$ cat src/logic/low_supply_monitor_pkg.sv
// Constants, field positions and state types of the low supply monitor control.
// Assumes a 32-bit Avalon-MM slave port with byte addresses.
package low_supply_monitor_pkg;

  // ****************************************
  // Register map
  // ****************************************
  localparam int ADDR_W = 4;
  localparam logic [3:0] CTRL_OFFSET = 4'h0;
  localparam logic [3:0] STATUS_OFFSET = 4'h4;
  localparam logic [31:0] CTRL_RESET = 32'h0000_0007;
  localparam logic [31:0] CTRL_WMASK = 32'hFFFF_F3E7;

  // ****************************************
  // Control fields
  // ****************************************
  localparam int THRESH_LSB = 0;
  localparam int THRESH_W = 3;
  localparam int MON_EN_BIT = 5;
  localparam int OUTCOME_BIT = 6;
  localparam int FILT_EN_BIT = 7;
  localparam int FCLK_LSB = 8;
  localparam int FALL_EN_BIT = 12;
  localparam int RISE_EN_BIT = 13;
  localparam int LEVEL_EN_BIT = 14;
  localparam int INT_EN_BIT = 15;
  localparam int FCOUNT_LSB = 16;
  localparam int FCOUNT_W = 16;

  // ****************************************
  // Status fields
  // ****************************************
  localparam int FLAG_BIT = 0;
  localparam int FILT_OUT_BIT = 1;
  localparam int RESET_PEND_BIT = 2;

  typedef enum logic [1:0] {
    FCLK_NONE = 2'b00,
    FCLK_BUS = 2'b01,
    FCLK_SLOW = 2'b10,
    FCLK_RSVD = 2'b11
  } filter_clock_t;

  typedef struct packed {
    logic [31:0] ctrl;
    logic event_flag;
    logic reset_pending;
    logic prev_filt;
    logic done;
    logic [31:0] readdata;
    logic [1:0] cmp_sync;
    logic [2:0] osc_sync;
  } monitor_state_t;

endpackage

$ cat src/logic/sample_filter.sv
// Majority-free run-length filter: passes a new level once enough samples agree.
// Assumes din is already synchronous to ref_clk.
`timescale 1ns/100ps
module sample_filter
  import low_supply_monitor_pkg::*;
#(
  parameter int COUNT_W = FCOUNT_W
) (
  input wire logic ref_clk,
  input wire logic resetn,
  input wire logic clk_en,
  input wire logic filter_on,
  input wire logic sample,
  input wire logic din,
  input wire logic [COUNT_W-1:0] filter_count,
  output logic dout
);

  typedef struct packed {
    logic [COUNT_W-1:0] cnt;
    logic out;
  } filter_state_t;

  filter_state_t q;
  filter_state_t next_q;
  logic [COUNT_W:0] cnt_plus;

  always_comb begin
    next_q = q;
    cnt_plus = {1'b0, q.cnt} + {{COUNT_W{1'b0}}, 1'b1};
    if (!filter_on) begin
      next_q.out = din;
      next_q.cnt = '0;
    end else if (sample) begin
      // No sample strobe means the output holds
      if (din == q.out) begin
        next_q.cnt = '0;
      end else if (cnt_plus >= {1'b0, filter_count}) begin
        next_q.out = din;
        next_q.cnt = '0;
      end else begin
        next_q.cnt = cnt_plus[COUNT_W-1:0];
      end
    end
  end

  always_ff @(posedge ref_clk) begin
    if (!resetn) begin
      q <= '0;
    end else if (clk_en) begin
      q <= next_q;
    end
  end

  assign dout = q.out;

endmodule // sample_filter

$ cat src/logic/low_supply_monitor.sv
// Digital control of the low supply monitor: bus registers, filter, triggers, outcome.
// Assumes an analog comparator output (high = supply below threshold) and a slow
// oscillator level, both asynchronous; Avalon-MM master on ref_clk.
`timescale 1ns/100ps
module low_supply_monitor
  import low_supply_monitor_pkg::*;
(
  input wire logic ref_clk,
  input wire logic resetn,
  input wire logic clk_en,
  input wire logic [ADDR_W-1:0] address,
  input wire logic read,
  input wire logic write,
  input wire logic [3:0] byteenable,
  input wire logic [31:0] writedata,
  output logic [31:0] readdata,
  output logic waitrequest,
  input wire logic comparator_below,
  input wire logic slow_internal_osc,
  input wire logic reset_clear,
  output logic [THRESH_W-1:0] threshold_select,
  output logic irq,
  output logic sys_reset_req
);

  // ****************************************
  // State
  // ****************************************
  monitor_state_t q;
  monitor_state_t next_q;
  logic filt;
  logic sample;
  logic accept_wr;
  logic ctrl_hit;
  logic status_hit;
  logic flag_clear;
  logic level_hit;
  logic rise_hit;
  logic fall_hit;
  logic trigger;
  logic [31:0] status_word;
  logic [31:0] be_mask;
  filter_clock_t fclk;

  assign fclk = filter_clock_t'(q.ctrl[FCLK_LSB +: 2]);

  // ****************************************
  // Sample strobe
  // ****************************************
  always_comb begin
    case (fclk)
      FCLK_BUS: sample = 1'b1;
      FCLK_SLOW: sample = q.osc_sync[1] & ~q.osc_sync[2];
      default: sample = 1'b0;
    endcase
  end

  sample_filter #(
    .COUNT_W(FCOUNT_W)
  ) u_filter (
    .ref_clk(ref_clk),
    .resetn(resetn),
    .clk_en(clk_en),
    .filter_on(q.ctrl[FILT_EN_BIT]),
    .sample(sample),
    .din(q.cmp_sync[1]),
    .filter_count(q.ctrl[FCOUNT_LSB +: FCOUNT_W]),
    .dout(filt)
  );

  // ****************************************
  // Bus decode
  // ****************************************
  always_comb begin
    ctrl_hit = 1'b0;
    status_hit = 1'b0;
    if (address == CTRL_OFFSET) begin
      ctrl_hit = 1'b1;
    end else if (address == STATUS_OFFSET) begin
      status_hit = 1'b1;
    end
  end

  // One wait state so read data always come from a register
  assign waitrequest = (read | write) & ~q.done;
  assign accept_wr = write & q.done;
  assign flag_clear = accept_wr & status_hit & byteenable[0] & ~writedata[FLAG_BIT];

  generate
    for (genvar b = 0; b < 4; b++) begin : g_be
      assign be_mask[8*b +: 8] = {8{byteenable[b]}};
    end
  endgenerate

  always_comb begin
    status_word = 32'h0000_0000;
    status_word[FLAG_BIT] = q.event_flag;
    status_word[FILT_OUT_BIT] = filt;
    status_word[RESET_PEND_BIT] = q.reset_pending;
  end

  // ****************************************
  // Triggers
  // ****************************************
  assign level_hit = q.ctrl[LEVEL_EN_BIT] & filt;
  assign rise_hit = q.ctrl[RISE_EN_BIT] & filt & ~q.prev_filt;
  assign fall_hit = q.ctrl[FALL_EN_BIT] & ~filt & q.prev_filt;
  assign trigger = q.ctrl[MON_EN_BIT] & (level_hit | rise_hit | fall_hit);

  always_comb begin
    next_q = q;
    next_q.cmp_sync = {q.cmp_sync[0], comparator_below};
    next_q.osc_sync = {q.osc_sync[1:0], slow_internal_osc};
    next_q.prev_filt = filt;
    next_q.done = (read | write) & ~q.done;
    if (read & ~q.done) begin
      if (ctrl_hit) begin
        next_q.readdata = q.ctrl;
      end else if (status_hit) begin
        next_q.readdata = status_word;
      end else begin
        next_q.readdata = 32'h0000_0000;
      end
    end
    if (accept_wr & ctrl_hit) begin
      next_q.ctrl = (q.ctrl & ~(be_mask & CTRL_WMASK)) | (writedata & be_mask & CTRL_WMASK);
    end
    // Set wins over a clear in the same cycle
    // A pending flag simply stays set, so no second event is made until cleared
    next_q.event_flag = (q.event_flag & ~flag_clear)
      | (trigger & ~q.ctrl[OUTCOME_BIT]);
    next_q.reset_pending = (q.reset_pending & ~reset_clear)
      | (trigger & q.ctrl[OUTCOME_BIT]);
  end

  always_ff @(posedge ref_clk) begin
    if (!resetn) begin
      q <= '0;
      q.ctrl <= CTRL_RESET;
    end else if (clk_en) begin
      q <= next_q;
    end
  end

  // ****************************************
  // Outputs
  // ****************************************
  assign readdata = q.readdata;
  assign threshold_select = q.ctrl[THRESH_LSB +: THRESH_W];
  assign irq = q.event_flag & q.ctrl[INT_EN_BIT] & ~q.ctrl[OUTCOME_BIT];
  assign sys_reset_req = q.reset_pending;

endmodule // low_supply_monitor

$ cat config.mk
export PLATFORM = sky130hd
export DESIGN_NAME = low_supply_monitor
export DESIGN_NICKNAME = d
export VERILOG_FILES = /design/src/logic/low_supply_monitor_pkg.sv /design/src/logic/sample_filter.sv /design/src/logic/low_supply_monitor.sv
export SDC_FILE = /design/constraint.sdc
export NUM_CORES = 1
export LEC_CHECK = 0
export ABC_AREA = 1
export BUFFER_PORTS_ARGS = -buffer_cell sky130_fd_sc_hd__buf_2
export CELL_PAD_IN_SITES_DETAIL_PLACEMENT = 0
export CELL_PAD_IN_SITES_GLOBAL_PLACEMENT = 1
export CORE_ASPECT_RATIO = 1.2
export CORE_MARGIN = 10
export CORE_UTILIZATION = 40
export DETAILED_ROUTE_END_ITERATION = 6
export PLACE_DENSITY_LB_ADDON = 0.12
export SLEW_MARGIN = 10
export SYNTH_ARGS = -nofsm -noshare
export SYNTH_HDL_FRONTEND = slang
export SYNTH_SLANG_ARGS = --single-unit
$ cat constraint.sdc
create_clock -name ref_clk -period 6.9 [get_ports ref_clk]
set_input_delay 1.38 -clock ref_clk [delete_from_list [all_inputs] [get_ports ref_clk]]
set_output_delay 1.38 -clock ref_clk [all_outputs]
set_load 0.005 [all_outputs]
==> results.toml, run 1 <==
[global_routing]
grt_util_met2 = 0.218
grt_pass1_vias = 3487
use_met1 = 0.185
grt_first_pass_wirelength_mm = 17.3
grt-busiest-layer = "met2"
antenna_found_initial = 0
grt_usage = 0.140
overflow = 0
use_met3 = 0.0271
grt_max_degree = 64

[synth]
postSynthCellCount = 569
avgSynthCellArea_um2 = 7.42
ys.warnings.count = 0
yosysMostFrequentCell = "nand2_1"
synthTopCellsByCount = "nand2_1 (96), dfxtp_1 (82), a21oi_1 (78)"
synth_area_um2 = 4220
synth_top_area_share = 0.389
synth.distinct_cells = 32
synth_top_area_cell = "dfxtp_1"
async_flop_share = 0
ys.flop_type = "dfxtp_1"
ys_seq_area_frac = 0.389
synth-edff-count = 0
synth_seq_cells = 82
yosys-top-cells-area = "dfxtp_1 (39%), a21oi_1 (9.2%), nand2_1 (8.5%)"

[setup_path]
cp-start-kind = "input port"
crit_required_ps = 5520
critPathCaptureType = "output pin"
worstPathMaxFanout = 3
crit_type = "in -> out"
cp.arrival_ps = 1880

[clock_network]
cts_hold_buffers = 0
cts_max_level = 3
numCtsBuffers = 9
cts_tree = "done"
cts_resized = 0
clock_sinks = 82
post_cts.repair.setup_buffers = 0
clock_path_buffers = 2
clockRootBuffer = "clkbuf_16"
clk_pin_slew_ps = 60
insertion_delay_ps = 330

[timing]
tightest_slew_ps = 841
slew_headroom = 0.440
skew_ps = 6.09
final_hold_viol_count = 0
rsz0062_at_grt = "no"
fin_crit_ps = 3260
finalCritPeriodShare = 0.472
setup-tns-final_ps = 0
slew_violations = 0
setup_viol_count_final = 0
fmax_ghz = 0.307

[die]
dieWidth_um = 114
pin_count = 86
row_count = 41
core-area_um2 = 10400
die_area_um2 = 15100
initial_core_util = 0.405
die_h_um = 133

[pwr]
p_switching_mw = 0.239
power_frac_clock = 0.470
internal-power_mw = 0.832
powerDensity_nw_per_um2 = 226
ir_drop_v = 0.000131
combinationalPowerShare = 0.068
netSwitchingFraction = 0.223
power.leakage_nw = 2.05
seq_power_share = 0.462

[route]
ant_nets = 0
dr.pass1.iters = 4
wl_per_cell_um = 14.3
drc_errors = 0
drt-vias-per-instance = 4.93
wl_mm = 10.5
vias = 3636
drtIter0Drc = 167

[hold_path]
hold_class = "reg -> reg"

[final_layout]
nets = 670
antenna_cells = 0
finish.instance_area_um2 = 4740
num-fill-cells = 1107
area_delta_synth_final_pct = 12.4
fin_util = 0.456
final_layout_size_suffix_gt1_frac = 0.192

[placed_design]
portBuffers = 77
placed_cell_area_um2 = 4430
hpwl_mm = 7.95
gp_congestion = 0.824

[run_status]
status = "completed"

[flow_run]
max-cap-violations = 0
==> stage by stage <==
step	setup WS (ps)	hold slack [ps]	std cells	power, mW
2_1_floorplan	3890	430	572	0.558
3_3_place_gp	3640	448	721	0.578
3_5_place_dp	3630	453	721	0.579
4_1_cts	3620	460	737	1.09
5_1_grt	3440	485	737	1.12
6_report	3640	455	737	1.07
==> kinds of logic after synthesis <==
family | after synthesis | share of synthesized area
flip-flops | 82 | 0.389
AO/OA/AOI/OAI | 147 | 0.179
adder cells (fa/ha/maj) | 19 | 0.0563
buffers and inverters | 127 | 0.148
AND/OR/NAND/NOR | 181 | 0.202
other | 1 | 0.000888
XOR/XNOR | 12 | 0.0249
==> final timing paths <==
kind         cells after the start       endpoint          start  slack (ps)
max                              4    waitrequest          write        3640
max reg2reg                     16  u_filter.dout  u_filter.q[2]        3720
min                              2   readdata[27]       register         460
min reg2reg                      2   readdata[27]       register         460
==> power by group through the flow <==
stage	logic [mW]	clock network, mW	registers (mW)
after floorplan	0.0553	0	0.503
after global placement	0.0735	0	0.505
after detailed placement	0.0740	0	0.505
after CTS	0.0743	0.516	0.495
after global routing	0.0844	0.536	0.496
final	0.0723	0.503	0.495
==> layout make-up <==
class / instances / area (um^2) / share of cell area
multi-input cells: 363 / 1970 / 0.416
flip-flops and latches: 82 / 1640 / 0.346
repair buffers: 79 / 400 / 0.0844
inverters: 68 / 255 / 0.0538
clock buffers: 11 / 233 / 0.0491
well taps: 129 / 161 / 0.0340
clock inverters: 5 / 78.8 / 0.0166
==> worst max-delay path, stage by stage <==
cell and delay (ps):
buf_2 110, o21ai_0 210, inv_1 50, buf_2 120
==> cells in the final DEF, fill, tap and decap left out, types with 5 or more instances in the layout <==
master and instances:
a21oi_1 78, buf_2 77, clkbuf_16 9, dfxtp_1 82
ha_1 19, inv_1 56, inv_2 9, nand2_1 96
nand3_1 20, nand4_1 20, nor2_1 24, nor3_1 6
o21ai_0 57, o21ai_1 5, xor2_1 11
==> per-layer routing <==
| layer | vias up | wire (um) |
|---|---|---|
| met4 | 0 | 162 |
| met2 | 62 | 4940 |
| met1 | 1646 | 4980 |
| met3 | 12 | 461 |
| li1 | 1916 | - |
| met5 | - | 0 |
No activity file was read; power rests on OpenSTA's default activity.
==> run 2: changes to the inputs <==
- ABC_AREA: 1 -> 0
- CORE_UTILIZATION: 40 -> 37
- clock period: 6.9 -> 2.7 ns (I/O delays scaled with it)
==> results.toml, run 2 <==
[synth]
synthXorXnorAreaFrac = 0.0295
synthTopCellsByCount = "nand2_1 (91), dfxtp_1 (82), nand3_1 (59)"
synth_top_family_by_area = "simple AND/OR/NAND/NOR gates"
ys.warnings.count = 0
yosys-top-cells-area = "dfxtp_1 (37%), a21boi_1 (9.1%), nand2_1 (7.7%)"
synth_top_area_cell = "dfxtp_1"
synth.distinct_cells = 50
postSynthCellCount = 534
synth-edff-count = 0
synth_area_um2 = 4450
yosys.area_share.simple = 0.249
yosysMostFrequentCell = "nand2_1"
synth_seq_cells = 82
ys_seq_area_frac = 0.369
synth_top_area_share = 0.369
ys.flop_type = "dfxtp_1"
avgSynthCellArea_um2 = 8.33
async_flop_share = 0
synth_compound_area_frac = 0.173
synth_fa_ha_area_frac = 0.0534
synth_mux_area_frac = 0.0157

[clock_network]
cts_tree = "done"
insertion_delay_ps = 340
clock_sinks = 82
numCtsBuffers = 9
cts_max_level = 3
clk_pin_slew_ps = 60
clock_path_buffers = 2
clockRootBuffer = "clkbuf_16"

[run_status]
status = "finished, violations left"
violations = "negative setup slack"

[route]
drt-vias-per-instance = 4.96
ant_nets = 0
vias = 3771
wl_mm = 11.7
drc_errors = 0
wl_per_cell_um = 15.3
drtIter0Drc = 166
dr.pass1.iters = 6

[timing]
skew_ps = 7.84
fmax_ghz = 0.353
setup_viol_count_final = 17
finalCritPeriodShare = 1.05
whs_ps = 443
slew_headroom = 0.474
slew_violations = 0
rsz0062_at_grt = "yes"
setup_ws_ps = -133
tightest_slew_ps = 778
fin_crit_ps = 2830
final_hold_viol_count = 0
setup-tns-final_ps = -1550

[final_layout]
num-fill-cells = 1218
final_layout_size_suffix_gt1_frac = 0.272
area_delta_synth_final_pct = 20.0
nets = 667
antenna_cells = 0
fin_cells = 761
multi_input_area_um2 = 2440
seqCellArea_um2 = 1640
layout_commonest_cell = "nand2_1"
layout_common_cells = "nand2_1 (91), dfxtp_1 (80), buf_2 (77)"

[global_routing]
antenna_found_initial = 0
grt_first_pass_wirelength_mm = 19.4
grt_max_degree = 59
grt_usage = 0.141
overflow = 0
grt_pass1_vias = 3891

[die]
die_h_um = 140
die_area_um2 = 16800
initial_core_util = 0.381
core-area_um2 = 11700
row_count = 43
dieWidth_um = 120
pin_count = 86

[placed_design]
gp_congestion = 0.799
dpl.cell_count = 740
dp_slack_ps = -230
portBuffers = 77
hpwl_mm = 8.52

[setup_path]
crit_slowest_cell = "a2111oi_4"
cp.arrival_ps = 3100
path_cells = "ha_4, and3_4, and3_4, xor2_2, ha_1, nand4_1, inv_2, a2111oi_4, o2111ai_4, buf_6, nand3b_1, a21boi_2"
cp-start-kind = "register"
worstPathMaxFanout = 7
crit_type = "reg -> reg"
crit_required_ps = 2970
critPathCaptureType = "register"
cp_slowest_stage_delay_ps = 440
cpMostUsedCell = "and3_4"

[pwr]
power.leakage_nw = 2.18
power_mw = 2.48
powerDensity_nw_per_um2 = 465
ir_drop_v = 0.000230

[flow_run]
max-cap-violations = 0

[hold_path]
hold_class = "reg -> reg"
-- run 2: changes by cell type after synthesis, moves of 8 or more --
| cell | delta |
|---|---|
| nor2b_1 | +10 |
| a21oi_1 | -72 |
| clkbuf_1 | +8 |
| nor2_1 | -11 |
| nand3_1 | +39 |
| xnor2_1 | +9 |
| inv_2 | -9 |
| o21ai_0 | -53 |
| a21boi_1 | +54 |
| inv_1 | -35 |
| nand4_1 | -12 |
-- run 2: layout make-up --
class	count	area share
tap	157	0.0368
timing repair buffer	119	0.135
clock inverter	5	0.00586
clock buffer	10	0.0429
multi-input combinational	367	0.457
inverter	21	0.0148
sequential	82	0.308
-- run 2: where the power goes --
group          internal (mW)  switching, mW  total, mW
logic                 0.0620         0.0855      0.148
clock network          0.616          0.497       1.11
registers               1.22        0.00555       1.22
total                   1.90          0.588       2.48
-- run 2: worst max-delay path: cells and delay by family, from the launching register on --
family                     cells  cell delay, ps
AOI/OAI and AO/OA              3             820
xor gates and xnor gates       1             180
buffers and inverters          2             260
DFF                            1             340
and+or+nand+nor                4             710
adders and majority gates      2             460
-- run 2: logic make-up after synthesis --
family | count (synthesis)
buf+inv | 88
fa+ha+maj | 19
compound gates | 99
simple gates | 223
other cells | 1
mux | 7
flops | 82
xor+xnor | 15
-- run 2: layer usage --
metal,GRT usage,up-vias,share of wire
met3,0.0366,6,0.043
met2,0.247,61,0.49
met1,0.162,1776,0.45
met5,0,-,0
met4,0.0458,0,0.0099
li1,-,1928,-
-- run 2: repair_timing --
item,CTS,global route
buffers inserted,3,4
hold buffers,0,0
pin swaps,19,12
gates resized for setup,16,9
setup endpoints to repair,17,17
-- run 2: metrics by stage --
| step | util | cell area, um^2 |
|---|---|---|
| 2_1_floorplan | - | 4470 |
| 5_1_grt | 0.457 | 5340 |
| 3_5_place_dp | 0.422 | 4930 |
| 4_1_cts | 0.451 | 5270 |
| 3_3_place_gp | 0.422 | 4930 |
| 6_report | 0.457 | 5340 |
-- run 2: worst paths after layout --
path / to / from / cells past startpoint / slack [ps]
worst max-delay path: u_filter.q[10] / u_filter.q[1] / 12 / -130
worst min-delay path: readdata[19] / readdata[19] / 2 / 440
worst max register to register: u_filter.q[10] / u_filter.q[1] / 12 / -130
worst min register to register: readdata[19] / readdata[19] / 2 / 440
==> run 3: changes to the inputs <==
- CORE_UTILIZATION: 37 -> 40
- clock period: 2.7 -> 3.22 ns (I/O delays scaled with it)
==> results.toml, run 3 (same netlist as run 2, synthesis figures left out) <==
[pwr]
powerDensity_nw_per_um2 = 418
power.leakage_nw = 2.03
ir_drop_v = 0.000228
power_mw = 2.12

[hold_path]
hold_class = "reg -> reg"
min_to = "readdata[19]"
hold_depth = 2
worstHoldStart = "readdata[19]"

[route]
drc_errors = 0
dr_wl_met2_mm = 5.47
dr.pass1.iters = 4
vias = 3673
ant_nets = 0
wl_met3_um = 564
wl_per_cell_um = 15.9
wirelength_met1_mm = 5.21
drtIter0Drc = 193
top_layer = "met4"
wl_mm = 11.4
drt-vias-per-instance = 5.13

[clock_network]
numCtsBuffers = 9
cts_tree = "done"
clk_pin_slew_ps = 60
cts_max_level = 3
clock_sinks = 82
clockRootBuffer = "clkbuf_16"
clock_path_buffers = 2
insertion_delay_ps = 330

[final_layout]
fin_cells = 716
finish.instance_area_um2 = 5070
area_delta_synth_final_pct = 13.9
final_layout_size_suffix_gt1_frac = 0.214
fin_util = 0.461
antenna_cells = 0
layout_common_cells = "nand2_1 (91), dfxtp_1 (81), buf_2 (77)"
nets = 646
layout_commonest_cell = "nand2_1"

[die]
dieWidth_um = 116
die_h_um = 136
row_count = 42
die_area_um2 = 15800
core-area_um2 = 11000
pin_count = 86
initial_core_util = 0.405

[setup_path]
crit_required_ps = 3480
crit_type = "reg -> reg"
cp-start-kind = "register"
worstPathMaxFanout = 6
worstReg2RegStart = "u_filter.q[1]"
cp.arrival_ps = 3290
r2r_end = "u_filter.q[4]"
reg2regPathDepth = 13
r2r_slack_ps = 190
critPathCaptureType = "register"
cp-startpoint = "u_filter.q[1]"

[timing]
finalCritPeriodShare = 0.940
whs_ps = 444
slew_headroom = 0.485
skew_ps = 4.42
setup_viol_count_final = 0
slew_violations = 0
fin_crit_ps = 3030
fmax_ghz = 0.331
setup-tns-final_ps = 0
setup_ws_ps = 195
final_hold_viol_count = 0
tightest_slew_ps = 761

[placed_design]
hpwl_mm = 8.32
gp_congestion = 0.786
placed_cell_area_um2 = 4750
dpl.cell_count = 698
portBuffers = 77
dp_slack_ps = 133

[global_routing]
grt_max_degree = 68
grt_usage = 0.149
antenna_found_initial = 0
grt_pass1_vias = 3683
grt_first_pass_wirelength_mm = 18.5
overflow = 0

[flow_run]
max-cap-violations = 0

[run_status]
status = "completed"
[run 3: layout make-up]
type	instances	area [um^2]
flip-flops and latches	82	1640
multi-input cells	368	2370
inverters	21	78.8
well taps	132	165
clock buffers	11	243
fillers	1132	5910
clock inverters	5	37.5
repair buffers	97	536
[run 3: power breakdown]
group	internal [mW]	leakage [nW]	switching (mW)
combinational	0.0512	1.23	0.0722
sequential	1.02	0.662	0.00455
clock	0.547	0.132	0.424
[run 3: critical path: stages (launching register included)]
cell and delay, ps:
dfxtp_1 390, ha_1 190, and3_4 220, and4_4 250
nand4_1 140, xnor2_2 180, ha_1 280, a21oi_1 140
o21ai_0 110, a41oi_2 320, o2111ai_4 240, buf_4 220
a21o_1 140, a21boi_1 130
[run 3: worst max path at each step]
stage,end
after floorplan,u_filter.q[16]
after global placement,u_filter.q[4]
after detailed placement,u_filter.q[4]
after CTS,u_filter.q[4]
after global routing,u_filter.q[4]
final,u_filter.q[4]
[run 3: what timing repair did]
item,4_1_cts,5_1_grt
endpoints found under the setup margin,0,13
resized for setup,0,3
hold buffers,0,0
setup buffers,0,1
[run 3: metal layers]
layer  vias to the layer above  track usage
met2                        65        0.251
met5                         -            0
met3                        12       0.0408
li1                       1898            -
met1                      1698        0.179
met4                         0       0.0439
